==> config.mk <==
export PLATFORM = sky130hd
export DESIGN_NAME = mrie_exec
export DESIGN_NICKNAME = d
export VERILOG_FILES = /design/src/core/mrie_pkg.sv /design/src/core/mrie_exec.sv /design/src/core/mrie_decode.sv
export SDC_FILE = /design/constraint.sdc
export NUM_CORES = 1
export LEC_CHECK = 0
export ABC_AREA = 1
export BUFFER_PORTS_ARGS = -buffer_cell sky130_fd_sc_hd__buf_2
export CORE_ASPECT_RATIO = 0.75
export CORE_MARGIN = 2
export CORE_UTILIZATION = 37
export CTS_CLUSTER_DIAMETER = 50
export DETAILED_ROUTE_END_ITERATION = 8
export GPL_TIMING_DRIVEN = 0
export PLACE_DENSITY = 0.69
export SLEW_MARGIN = 20
export SYNTH_ARGS = -nofsm -noshare
export SYNTH_HDL_FRONTEND = slang
export SYNTH_HIERARCHICAL = 1
export SYNTH_SLANG_ARGS = --single-unit
==> constraint.sdc <==
create_clock -name clk -period 3.8 [get_ports clk]
set_input_delay 0.95 -clock clk [delete_from_list [all_inputs] [get_ports clk]]
set_output_delay 0.95 -clock clk [all_outputs]
set_load 0.05 [all_outputs]
==> src/core/mrie_pkg.sv <==
// Package: opcodes, field layout and constants for the move/return execution block
package mrie_pkg;
    localparam int MRIE_WORD_W = 14;
    localparam int MRIE_DATA_W = 8;
    localparam int MRIE_FADDR_W = 7;
    localparam int MRIE_PC_W = 13;
    localparam int MRIE_DEST_BIT = 7;
    localparam int MRIE_ALLOW_BIT = 7;
    localparam logic [13:0] MRIE_OP_NOOP = 14'h0000;
    localparam logic [13:0] MRIE_OP_RETINT = 14'h0009;
    localparam logic [5:0] MRIE_PFX_COPY = 6'h08;
    localparam logic [6:0] MRIE_PFX_STORE = 7'h01;
    localparam logic [3:0] MRIE_PFX_LOADLIT = 4'hc;
    localparam logic [3:0] MRIE_PFX_RETLIT = 4'hd;
    localparam logic [1:0] MRIE_CYC_ONE = 2'h1;
    localparam logic [1:0] MRIE_CYC_TWO = 2'h2;
    localparam logic [7:0] MRIE_ACC_RST = 8'h00;
    localparam logic [12:0] MRIE_PC_RST = 13'h0000;

    typedef enum {
        MRIE_I_NOOP,
        MRIE_I_COPY,
        MRIE_I_STORE,
        MRIE_I_LOADLIT,
        MRIE_I_RETINT,
        MRIE_I_RETLIT,
        MRIE_I_OTHER
    } mrie_instr_e;

    typedef struct packed {
        logic [6:0] fileAddr;
        logic [7:0] fileData;
        logic fileWe;
    } mrie_fwrite_s;

    typedef struct packed {
        logic stackPop;
        logic allowSet;
        logic zeroWe;
        logic zeroVal;
    } mrie_ctrl_s;
endpackage

==> src/core/mrie_exec.sv <==
// Execution unit for copy, store, load-literal, no-operation and return instructions
`timescale 1ns/10ps
`default_nettype none
// Notes on behaviour
// - Copy goes to accumulator or back to register
// - Copy sets zero flag from moved value
// - Store writes accumulator to register, flags kept
// - Load literal fills accumulator, flags kept
// - Return from interrupt pops stack into PC
// - Return from interrupt sets interrupt allow bit
// - Return from interrupt takes two cycles
// - Return with literal loads accumulator, flags kept
// - Return with literal pops stack into PC
// - Return with literal takes two cycles
module mrie_exec
    import mrie_pkg::*;
#(
    parameter int PC_W = MRIE_PC_W
)
(
    // Clock, reset, enable
    input wire logic clk,
    input wire logic nrst,
    input wire logic clkEn,
    // Instruction fetch
    input wire logic instrValid,
    input wire logic [13:0] instrWord,
    output logic instrReady,
    // File register read port
    output logic [6:0] fileRdAddr,
    input wire logic [7:0] fileRdData,
    // File register write and control strobes
    output mrie_fwrite_s fileWr,
    output mrie_ctrl_s ctrl,
    // Stack top and program counter
    input wire logic [PC_W-1:0] stackTopEntry,
    output logic [PC_W-1:0] progCounter,
    // Accumulator, zero flag, interrupt allow
    output logic [7:0] accum,
    output logic zeroFlag,
    output logic globalInterruptAllow,
    // Set bit position in the interrupt control register
    output logic [2:0] allowBitPos,
    output logic busy
);
    // Refuse program counter widths the logic cannot carry
    if (PC_W < 1 || PC_W > 16)
    begin : g_pcw_check
        $error("PC_W out of range");
    end

    mrie_instr_e kind;
    logic destFile;
    logic [6:0] fAddr;
    logic [7:0] lit;

    // Zero test shared by the flag update and the zero pulse
    function automatic logic isZero(input logic [7:0] v);
        return (v == 8'h00);
    endfunction

    mrie_decode uDec (
        .instrWord(instrWord),
        .instrKind(kind),
        .destFile(destFile),
        .fileAddr(fAddr),
        .literal(lit)
    );

    logic [7:0] accum_r, accum_nxt;
    logic zero_r, zero_nxt;
    logic allow_r, allow_nxt;
    logic [PC_W-1:0] pc_r, pc_nxt;
    logic [1:0] cyc_r, cyc_nxt;
    mrie_fwrite_s fw_r, fw_nxt;
    mrie_ctrl_s ct_r, ct_nxt;

    // Second cycle of a return is a dead slot; fetch stalls meanwhile
    assign instrReady = (cyc_r == 2'h0);
    wire logic take = clkEn && instrValid && instrReady;

    always_comb
    begin
        accum_nxt = accum_r;
        zero_nxt = zero_r;
        allow_nxt = allow_r;
        pc_nxt = pc_r;
        cyc_nxt = cyc_r;
        fw_nxt = '0;
        ct_nxt = '0;
        if (cyc_r != 2'h0)
        begin
            cyc_nxt = cyc_r - 2'h1;
        end
        else if (take)
        begin
            pc_nxt = pc_r + PC_W'(1);
            case (kind)
                MRIE_I_COPY:
                begin
                    if (destFile)
                    begin
                        fw_nxt.fileWe = 1'b1;
                        fw_nxt.fileAddr = fAddr;
                        fw_nxt.fileData = fileRdData;
                    end
                    else
                        accum_nxt = fileRdData;
                    zero_nxt = isZero(fileRdData);
                    ct_nxt.zeroWe = 1'b1;
                    ct_nxt.zeroVal = isZero(fileRdData);
                end
                MRIE_I_STORE:
                begin
                    fw_nxt.fileWe = 1'b1;
                    fw_nxt.fileAddr = fAddr;
                    fw_nxt.fileData = accum_r;
                end
                MRIE_I_LOADLIT:
                    accum_nxt = lit;
                MRIE_I_RETINT:
                begin
                    pc_nxt = stackTopEntry;
                    ct_nxt.stackPop = 1'b1;
                    allow_nxt = 1'b1;
                    ct_nxt.allowSet = 1'b1;
                    cyc_nxt = MRIE_CYC_TWO - 2'h1;
                end
                MRIE_I_RETLIT:
                begin
                    accum_nxt = lit;
                    pc_nxt = stackTopEntry;
                    ct_nxt.stackPop = 1'b1;
                    cyc_nxt = MRIE_CYC_TWO - 2'h1;
                end
                MRIE_I_NOOP:
                    pc_nxt = pc_r + PC_W'(1);
                default:
                    pc_nxt = pc_r + PC_W'(1);
            endcase
        end
    end

    always_ff @(posedge clk or negedge nrst)
    begin
        if (!nrst)
        begin
            accum_r <= MRIE_ACC_RST;
            zero_r <= 1'b0;
            allow_r <= 1'b0;
            pc_r <= PC_W'(MRIE_PC_RST);
            cyc_r <= 2'h0;
            fw_r <= '0;
            ct_r <= '0;
        end
        else if (clkEn)
        begin
            accum_r <= accum_nxt;
            zero_r <= zero_nxt;
            allow_r <= allow_nxt;
            pc_r <= pc_nxt;
            cyc_r <= cyc_nxt;
            fw_r <= fw_nxt;
            ct_r <= ct_nxt;
        end
    end

    // Counts enabled cycles with fetch stalled; a return may stall only one
    logic [1:0] stallCnt_r, stallCnt_nxt;

    always_comb
    begin
        stallCnt_nxt = 2'h0;
        if (!instrReady)
            stallCnt_nxt = (stallCnt_r == 2'h3) ? stallCnt_r : stallCnt_r + 2'h1;
    end

    always_ff @(posedge clk or negedge nrst)
    begin
        if (!nrst)
            stallCnt_r <= 2'h0;
        else if (clkEn)
            stallCnt_r <= stallCnt_nxt;
    end

    assign fileRdAddr = fAddr;
    assign fileWr = fw_r;
    assign ctrl = ct_r;
    assign progCounter = pc_r;
    assign accum = accum_r;
    assign zeroFlag = zero_r;
    assign globalInterruptAllow = allow_r;
    assign allowBitPos = 3'(MRIE_ALLOW_BIT);
    assign busy = (cyc_r != 2'h0);
endmodule
`default_nettype wire

==> src/core/mrie_decode.sv <==
// Instruction word decoder for the move/return execution block
`timescale 1ns/10ps
`default_nettype none
module mrie_decode
    import mrie_pkg::*;
(
    // Instruction word
    input wire logic [13:0] instrWord,
    // Decoded class and fields
    output mrie_instr_e instrKind,
    output logic destFile,
    output logic [6:0] fileAddr,
    output logic [7:0] literal
);
    // Literal opcodes ignore their don't-care bits; a compliant source leaves them zero
    always_comb
    begin
        fileAddr = instrWord[6:0];
        literal = instrWord[7:0];
        destFile = instrWord[MRIE_DEST_BIT];
        if (instrWord == MRIE_OP_NOOP)
            instrKind = MRIE_I_NOOP;
        else if (instrWord == MRIE_OP_RETINT)
            instrKind = MRIE_I_RETINT;
        else if (instrWord[13:8] == MRIE_PFX_COPY)
            instrKind = MRIE_I_COPY;
        else if (instrWord[13:7] == MRIE_PFX_STORE)
            instrKind = MRIE_I_STORE;
        else if (instrWord[13:10] == MRIE_PFX_LOADLIT)
            instrKind = MRIE_I_LOADLIT;
        else if (instrWord[13:10] == MRIE_PFX_RETLIT)
            instrKind = MRIE_I_RETLIT;
        else
            instrKind = MRIE_I_OTHER;
    end
endmodule
`default_nettype wire

==> results of run 1 <==
==> flip-flops by register name, indices dropped and copies added (netlist names) <==
register              cells
ctrl                      4
progCounter              13
cyc_r                     2
accum                     8
globalInterruptAllow      1
fileWr                   16
zeroFlag                  1
==> area by class of cell <==
| type | instances | area (µm²) |
|---|---|---|
| Fill cell | 931 | 4720 |
| Multi-Input combinational cell | 391 | 1810 |
| Sequential cell | 45 | 1130 |
| Timing Repair Buffer | 90 | 453 |
| Buffer | 60 | 449 |
| Inverter | 39 | 146 |
| Tap cell | 112 | 140 |
| Clock buffer | 5 | 125 |
| Clock inverter | 3 | 46.3 |
==> layer usage <==
metal / track usage (%) / vias up / share of wire [%]
met4: 4.38 / 0 / 1.2
li1: - / 1738 / -
met5: 0 / - / 0
met3: 4.59 / 13 / 7.6
met2: 30.0 / 121 / 44
met1: 27.5 / 1622 / 47
==> worst reg2reg max path, delay by kind of cell (launching register included) <==
kind                       cells  cell delay, ps
and+or+nand+nor                6             780
xor gates and xnor gates       1             160
adders and majority gates      1             220
DFF                            1             420
==> worst paths after layout <==
check | start | end | slack (ps) | cells after the start
max | instrWord[13] | accum[7] | 1150 | 15
min | globalInterruptAllow | globalInterruptAllow | 470 | 2
max reg2reg | progCounter[0] | progCounter[12] | 2100 | 8
min reg2reg | globalInterruptAllow | globalInterruptAllow | 470 | 2
max in group asynchronous | nrst | fileWr[5] | 2740 | 1
min in group asynchronous | nrst | progCounter[7] | 650 | 1
==> placed cells by master, fill, tap and decap left out, drive strengths merged <==
cell type and count:
xor2 8, buf 145, dfrtp 45, nand2 212, conb 32, bufinv 1, nor3 3, inv 39
nand3 54, clkinvlp 1, clkinv 1, clkbuf 10, xnor2 3, nor4 2, ha 1, o21ai 15
a21oi 1, nand3b 4, nand4 3, nor2 53
==> stage by stage <==
step / utilization, % / total power [mW] / cells / area (µm²) / hold WS, ps
5_1_grt: 47.7 / 1.62 / 745 / 4290 / 494
3_3_place_gp: 45.7 / 1.03 / 737 / 4120 / 441
2_1_floorplan: - / 0.916 / 535 / 3530 / 472
3_5_place_dp: 45.7 / 1.04 / 737 / 4120 / 449
4_1_cts: 47.6 / 1.54 / 745 / 4290 / 465
6_report: 47.7 / 1.54 / 745 / 4290 / 466
==> logic make-up after synthesis <==
| logic type | Yosys count | synth area share (%) |
|---|---|---|
| adders and majority gates | 1 | 0.366 |
| AOI/OAI and AO/OA | 16 | 2.56 |
| and+or+nand+nor | 331 | 43.6 |
| other | 2 | 0.220 |
| xor gates and xnor gates | 11 | 2.82 |
| DFF | 45 | 33.0 |
| buffers and inverters | 99 | 17.4 |
==> power groups by stage <==
stage	logic, mW	clock network [mW]	registers, mW
finish	0.460	0.509	0.574
global route	0.506	0.533	0.582
CTS	0.459	0.512	0.573
detailed placement	0.457	0	0.581
global placement	0.449	0	0.580
floorplan	0.206	0	0.710
==> results.md, run 1 <==
* Largest net degree at the start of global routing at 46
* Max Cap Violations at 0
* Placer Congestion at 0.921
* Cells after synthesis at 505
* TritonRoute pass-1 iters at 4
* Fin. Hold Viols at 0
* Slew @ Worst Pin at 605 ps
* CP bufs+invs at 2
* Outcome: completed
* Crit path max fanout at 9
* Clk_skew at 7.03 ps
* ANT cells at 0
* Die Area at 0.0100 mm²
* Net Sw Frac at 36.7%
* Type of the worst setup path: primary input to register
* Sw Pwr at 0.567 mW
* Sequential share of the synthesized area at 33.0%
* Critical Path End Type: register
* Dominant cell type by area after synthesis: dfrtp_1
* Synthesized area at 0.00342 mm²
* Vias in the first global route at 3283
* Grt ovf at 0
* EDFF count, synth at 0
* # hold bufs at CTS at 0
* Startpoint Class: primary input
* Antenna-violating nets left at 0
* Fin. max-slew vios at 0
* FP Rows at 30
* Clock group share of total power at 33.0%
* Core Footprint at 0.00901 mm²
* WL per Instance at 12.3 µm
* Required time of the critical path at 3990 ps
* Worst skew pair latency at 290 ps
* CP cell instances: buf_2, nor2_2, nand2_2, nor2_4, inv_2, nor2_4, nor2_1, nor2_2, nand3_1, o21ai_2, nand2_1, nand2_1, nand2_1, nand2_1, nand2_1
* CTS root buf: clkbuf_16
* First-pass GRT wire length at 15400 µm
* Die Span X at 115 µm
* Mapped Avg Cell Area at 6.76 µm²
* FF+latch count, synth at 45
* Vias per std cell at 4.69
* Setup TNS at 0 ps
* Post-CTS sizing at 0
* I/O pin count at 94
* Synth cell count leaders: 196 x nand2_1, 51 x buf_4, 46 x nand3_1, 45 x dfrtp_1, 42 x nor2_1
* Post-synth top flop: dfrtp_1
* Min setup slack post-route at 1150 ps
* LEAKAGE at 2.54 nW
* Vert. Die Dim at 87.2 µm
* Count leader, synth: nand2_1
* Share of the synthesized area in the top cell type at 33.0%
* Via count at 3494
* CTS clk-pin slew, worst paths at 70 ps
* Crit path DAT at 2840 ps
* Hold crit path type: register to register
* Tmin final at 2650 ps
* CTS Sinks at 45
* DP Wirelength at 7330 µm
* Synth async-reset ratio at 100%
* Initial antenna violation count at 0
* Setup violators final at 0
* GRT Util Overall at 19.4%
* Synth cell types at 29
* Fmax at 377 MHz
* Pint at 0.976 mW
* IO Port Bufs at 90
* Synthesis Warnings at 6
* Setup Slack @ Placement at 889 ps
* Sequential Power Share at 37.2%
* Initial Utilization at 37.9%
* Clock Path Buffers at 2
* TritonCTS buffer count at 5
* Peak VDD IR at 0.167 mV
* Drt total wl at 9200 µm
* CTS H-tree depth at 2
* RSZ-0062 raised after global routing: no
* Share of post-route cells with drive strength above 1 at 30.6%
* PwrDens at 360 mW/mm²
* Tcrit/Tclk final at 69.7%
* Crit path max-delay family: simple AND/OR/NAND/NOR gates
* Logic pwr share at 29.8%
* Largest cells by area after synthesis: dfrtp_1 33%, nand2_1 22%, buf_4 11%
* Slowest stage delay, CP at 350 ps
* DRC Markers at 0
* Drt first-iter violations at 168
* Setup bufs post-CTS at 0
* Area grow syn2layout at 25.7%
* Crit-path slowest cell: o21ai_2
* CTS tree: yes
* Max transition margin at 59.7%
* Worst path most repeated cell: nand2_1
* Final layout net count at 672
Power figures use the tool's default switching activity.
==> run 2: changes to the inputs <==
==> constraint.sdc (replaced) <==
create_clock -name clk -period 2.6 [get_ports clk]
set_input_delay 0.65 -clock clk [delete_from_list [all_inputs] [get_ports clk]]
set_output_delay 0.65 -clock clk [all_outputs]
set_load 0.05 [all_outputs]
==> run 2 against run 1 <==
Against the previous run:
- final cell count did not move
- critical endpoint unchanged
- clock-buffer cell count is the same
- critical path depth is the same
- design area grew 0.29%
- critical path type unchanged
==> results.md, run 2 (same netlist as run 1, synthesis figures left out) <==
* Fmax at 432 MHz
* Setup TNS at 0 ps
* Type of the worst setup path: primary input to register
* Slowest stage delay, CP at 300 ps
* Fin. Hold Viols at 0
* IO Port Bufs at 90
* Fin. max-slew vios at 0
* GRT Util Overall at 19.4%
* CTS root buf: clkbuf_16
* Die Area at 0.0100 mm²
* CTS tree: yes
* First-pass GRT wire length at 15400 µm
* FP Rows at 30
* Clock Path Buffers at 2
* WL per Instance at 12.4 µm
* Crit path DAT at 2500 ps
* RSZ-0062 raised after global routing: no
* Tcrit/Tclk final at 89.0%
* Core Footprint at 0.00901 mm²
* Slew @ Worst Pin at 598 ps
* Initial Utilization at 37.9%
* DP Wirelength at 7330 µm
* Max Cap Violations at 0
* Placer Congestion at 0.921
* Vias in the first global route at 3283
* TritonCTS buffer count at 5
* Crit path max fanout at 9
* Number of fill cells at 925
* CP cell instances: buf_2, nor2_2, nand2_2, nor2_4, inv_2, nor2_4, nor2_1, nor2_2, nand3_1, o21ai_4, nand2_1, nand2_1, nand2_1, nand2_1, nand2_1
* Critical Path End Type: register
* Most common cell after layout, fill and taps aside: nand2_1
* Tmin final at 2310 ps
* Die Span X at 115 µm
* Hold crit path type: primary input to asynchronous set/reset pin
* Share of post-route cells with drive strength above 1 at 30.8%
* CTS clk-pin slew, worst paths at 70 ps
* Drt first-iter violations at 150
* Max reg flops at 16
* Peak VDD IR at 0.245 mV
* Worst skew pair latency at 290 ps
* Drt total wl at 9210 µm
* Setup violators final at 0
* Via count at 3462
* ANT cells at 0
* Startpoint Class: primary input
* Crit path max-delay family: simple AND/OR/NAND/NOR gates
* Most frequent cells in the layout: 196 x nand2_1, 90 x buf_2, 52 x buf_4, 46 x nand3_1, 45 x dfrtp_1
* DRC Markers at 0
* CTS Sinks at 45
* Grt ovf at 0
* Setup Slack @ Placement at -11.1 ps
* Min setup slack post-route at 286 ps
* Required time of the critical path at 2790 ps
* Vias per std cell at 4.65
* Crit-path slowest cell: o21ai_4
* Clk_skew at 6.80 ps
* CP bufs+invs at 2
* Antenna-violating nets left at 0
* Final layout net count at 672
* CTS H-tree depth at 2
* Worst path most repeated cell: nand2_1
* LEAKAGE at 2.54 nW
* Max transition margin at 60.1%
* I/O pin count at 94
* Largest net degree at the start of global routing at 46
* Initial antenna violation count at 0
* Area grow syn2layout at 26.0%
* PwrDens at 523 mW/mm²
* Fin util at 47.8%
* Outcome: completed
* TritonRoute pass-1 iters at 4
* Vert. Die Dim at 87.2 µm
* Setup bufs post-CTS at 0
-- run 2: routing by layer --
layer	wire, µm	vias to the layer above	global-route usage [%]
met5	0	-	0
met4	121	0	4.38
met3	719	13	4.59
met2	4040	115	30.0
met1	4330	1596	27.5
li1	-	1738	-
-- run 2: area by class of cell --
| cell class | instances | area, µm² | share of cell area (%) |
|---|---|---|---|
| multi-input combinational | 391 | 1820 | 42.3 |
| sequential | 45 | 1130 | 26.2 |
| timing repair buffer | 90 | 453 | 10.5 |
| buffer | 60 | 449 | 10.4 |
| inverter | 39 | 146 | 3.40 |
| tap | 112 | 140 | 3.25 |
| clock buffer | 5 | 125 | 2.91 |
| clock inverter | 3 | 46.3 | 1.08 |
-- run 2: final timing paths --
path / slack (ps) / from / depth (start not counted) / to
worst max-delay path: 290 / instrWord[13] / 15 / accum[7]
worst min-delay path: 350 / nrst / 1 / progCounter[7]
worst max register to register: 900 / progCounter[0] / 8 / progCounter[12]
worst min register to register: 470 / globalInterruptAllow / 2 / globalInterruptAllow
max in group asynchronous: 1830 / nrst / 1 / fileWr[5]
min in group clk: 470 / globalInterruptAllow / 2 / globalInterruptAllow
-- run 2: repair_timing --
action                     4_1_cts  5_1_grt
hold endpoints to repair         0        0
gates resized for setup          0        2
hold buffers                     0        0
setup endpoints to repair        0        3
-- run 2: per-stage QoR --
step | power [mW] | area (µm²) | std cells | hold WS [ps]
after global routing | 2.37 | 4310 | 745 | 399
final | 2.25 | 4310 | 745 | 347
after CTS | 2.26 | 4290 | 745 | 465
after detailed placement | 1.52 | 4120 | 737 | 449
after global placement | 1.50 | 4120 | 737 | 441
after floorplan | 1.34 | 3530 | 535 | 354
-- run 2: power by group --
group          total [mW]  internal (mW)  switching (mW)
clock network       0.742          0.455           0.287
registers           0.839          0.757          0.0822
logic               0.672          0.215           0.457
==> run 3: changes to the inputs <==
--- a/config.mk
+++ b/config.mk
@@ -9,12 +9,12 @@
 export BUFFER_PORTS_ARGS = -buffer_cell sky130_fd_sc_hd__buf_2
 export CORE_ASPECT_RATIO = 0.75
 export CORE_MARGIN = 2
-export CORE_UTILIZATION = 37
+export CORE_UTILIZATION = 53
 export CTS_CLUSTER_DIAMETER = 50
 export DETAILED_ROUTE_END_ITERATION = 8
 export GPL_TIMING_DRIVEN = 0
-export PLACE_DENSITY = 0.69
-export SLEW_MARGIN = 20
+export PLACE_DENSITY = 0.9
+export SLEW_MARGIN = 15
 export SYNTH_ARGS = -nofsm -noshare
 export SYNTH_HDL_FRONTEND = slang
 export SYNTH_HIERARCHICAL = 1
==> run 3 against run 2 <==
Against the previous run:
- setup slack better by 2.9 ps
- design area fell by 3.1%
- clock skew grew 4.4 ps
- global-route usage increased by 5.6 points
- clock-buffer cell count stayed put
- largest power group unchanged
- via count is 0.98% higher
- fmax up 0.13%
- routed wire length is 3.9% lower
- die area down 29%
- critical path type unchanged
==> results.md, run 3 (same netlist as run 1, synthesis figures left out) <==
* TritonCTS buffer count at 5
* DRC Markers at 0
* Setup violators final at 0
* Via count at 3496
* Drt total wl at 8850 µm
* TritonRoute pass-1 iters at 4
* Placer Congestion at 0.895
* CTS clk-pin slew, worst paths at 100 ps
* GRT Util Overall at 25.0%
* Hold crit path type: register to register
* RSZ-0062 raised after global routing: no
* CTS H-tree depth at 2
* Post-CTS sizing at 0
* Largest net degree at the start of global routing at 46
* Startpoint Class: primary input
* Crit path DAT at 2570 ps
* ANT cells at 0
* Setup bufs post-CTS at 0
* Die Span X at 96.7 µm
* Clk_skew at 11.2 ps
* Die Area at 0.00711 mm²
* Hold Worst Slack at 466 ps
* Vias in the first global route at 3137
* Setup TNS at 0 ps
* Area grow syn2layout at 22.1%
* Register area at 0.00113 mm²
* Tcrit/Tclk final at 88.9%
* Peak VDD IR at 0.246 mV
* Tmin final at 2310 ps
* WL per Instance at 12.4 µm
* Placed standard-cell area at 0.00408 mm²
* Critical Path End Type: register
* PwrDens at 470 mW/mm²
* CTS tree: yes
* Vias per std cell at 4.90
* Type of the worst setup path: primary input to register
* CP cell instances: buf_2, nor2_2, nand2_2, nor2_4, inv_2, nor2_4, nor2_1, nor2_2, nand3_1, nor3_1, buf_2, nand3_1, o21ai_1, nand2_1, nand2_1
* I/O pin count at 94
* Share of post-route cells with drive strength above 1 at 30.6%
* Fmax at 433 MHz
* DP Wirelength at 6950 µm
* First-pass GRT wire length at 14400 µm
* Max Cap Violations at 0
* Final instance area at 0.00417 mm²
* Crit-path slowest cell: nor3_1
* Multi-input gate area at 0.00181 mm²
* FP Rows at 25
* LEAKAGE at 2.50 nW
* Initial Utilization at 54.6%
* Initial antenna violation count at 0
* CTS Sinks at 45
* Most frequent cells in the layout: 196 x nand2_1, 91 x buf_2, 51 x buf_4, 46 x nand3_1, 45 x dfrtp_1
* Worst skew pair latency at 310 ps
* Most common cell after layout, fill and taps aside: nand2_1
* Max reg flops at 16
* Max transition margin at 31.9%
* Fin. Hold Viols at 0
* Number of fill cells at 553
* CTS root buf: clkbuf_8
* # hold bufs at CTS at 0
* Required time of the critical path at 2860 ps
* Final layout net count at 672
* Drt first-iter violations at 212
* Clock Path Buffers at 2
* Core Footprint at 0.00626 mm²
* Fin util at 66.7%
* Grt ovf at 0
* Antenna-violating nets left at 0
* IO Port Bufs at 90
* Slew @ Worst Pin at 1020 ps
* Outcome: completed
* Slowest stage delay, CP at 300 ps
* Fin. max-slew vios at 0
* Crit path max fanout at 10
* Vert. Die Dim at 73.5 µm
[run 3: stage by stage]
stage | setup WS (ps) | power (mW) | instances
2_1_floorplan | 182 | 1.34 | 535
3_3_place_gp | 89.9 | 1.50 | 706
3_5_place_dp | 8.42 | 1.51 | 706
4_1_cts | 327 | 1.96 | 714
5_1_grt | 48.9 | 2.06 | 714
6_report | 288 | 1.96 | 714
[run 3: area by class of cell]
class                           count  area share (%)
Buffer                             60            10.8
Clock buffer                        5            1.65
Clock inverter                      3           0.540
Inverter                           39            3.51
Multi-Input combinational cell    391            43.3
Sequential cell                    45            27.0
Tap cell                           81            2.43
Timing Repair Buffer               90            10.8
[run 3: worst paths after layout]
check	start	to	slack, ps	cells after the start
setup / recovery	instrWord[13]	fileWr[5]	290	15
min in group asynchronous	nrst	progCounter[8]	500	1
hold / removal	globalInterruptAllow	globalInterruptAllow	470	2
max in group asynchronous	nrst	ctrl[3]	1460	1
hold reg to reg	globalInterruptAllow	globalInterruptAllow	470	2
setup reg to reg	progCounter[0]	progCounter[12]	890	8
[run 3: layer usage]
| layer | part of all wire, % | track usage, % |
|---|---|---|
| met1 | 46 | 33.0 |
| met2 | 46 | 42.1 |
| met3 | 7.4 | 6.18 |
| met4 | 0.76 | 5.63 |
| met5 | 0 | 0 |
[run 3: critical path: cells and delay by family]
family | cells | cell delay, ps
simple gates | 11 | 1360
buf+inv | 3 | 450
compound gates | 1 | 100
[run 3: where the power goes]
part | internal, mW | total [mW] | switching (mW)
logic | 0.215 | 0.669 | 0.454
registers | 0.756 | 0.838 | 0.0820
clock network | 0.189 | 0.455 | 0.266
total | 1.16 | 1.96 | 0.802
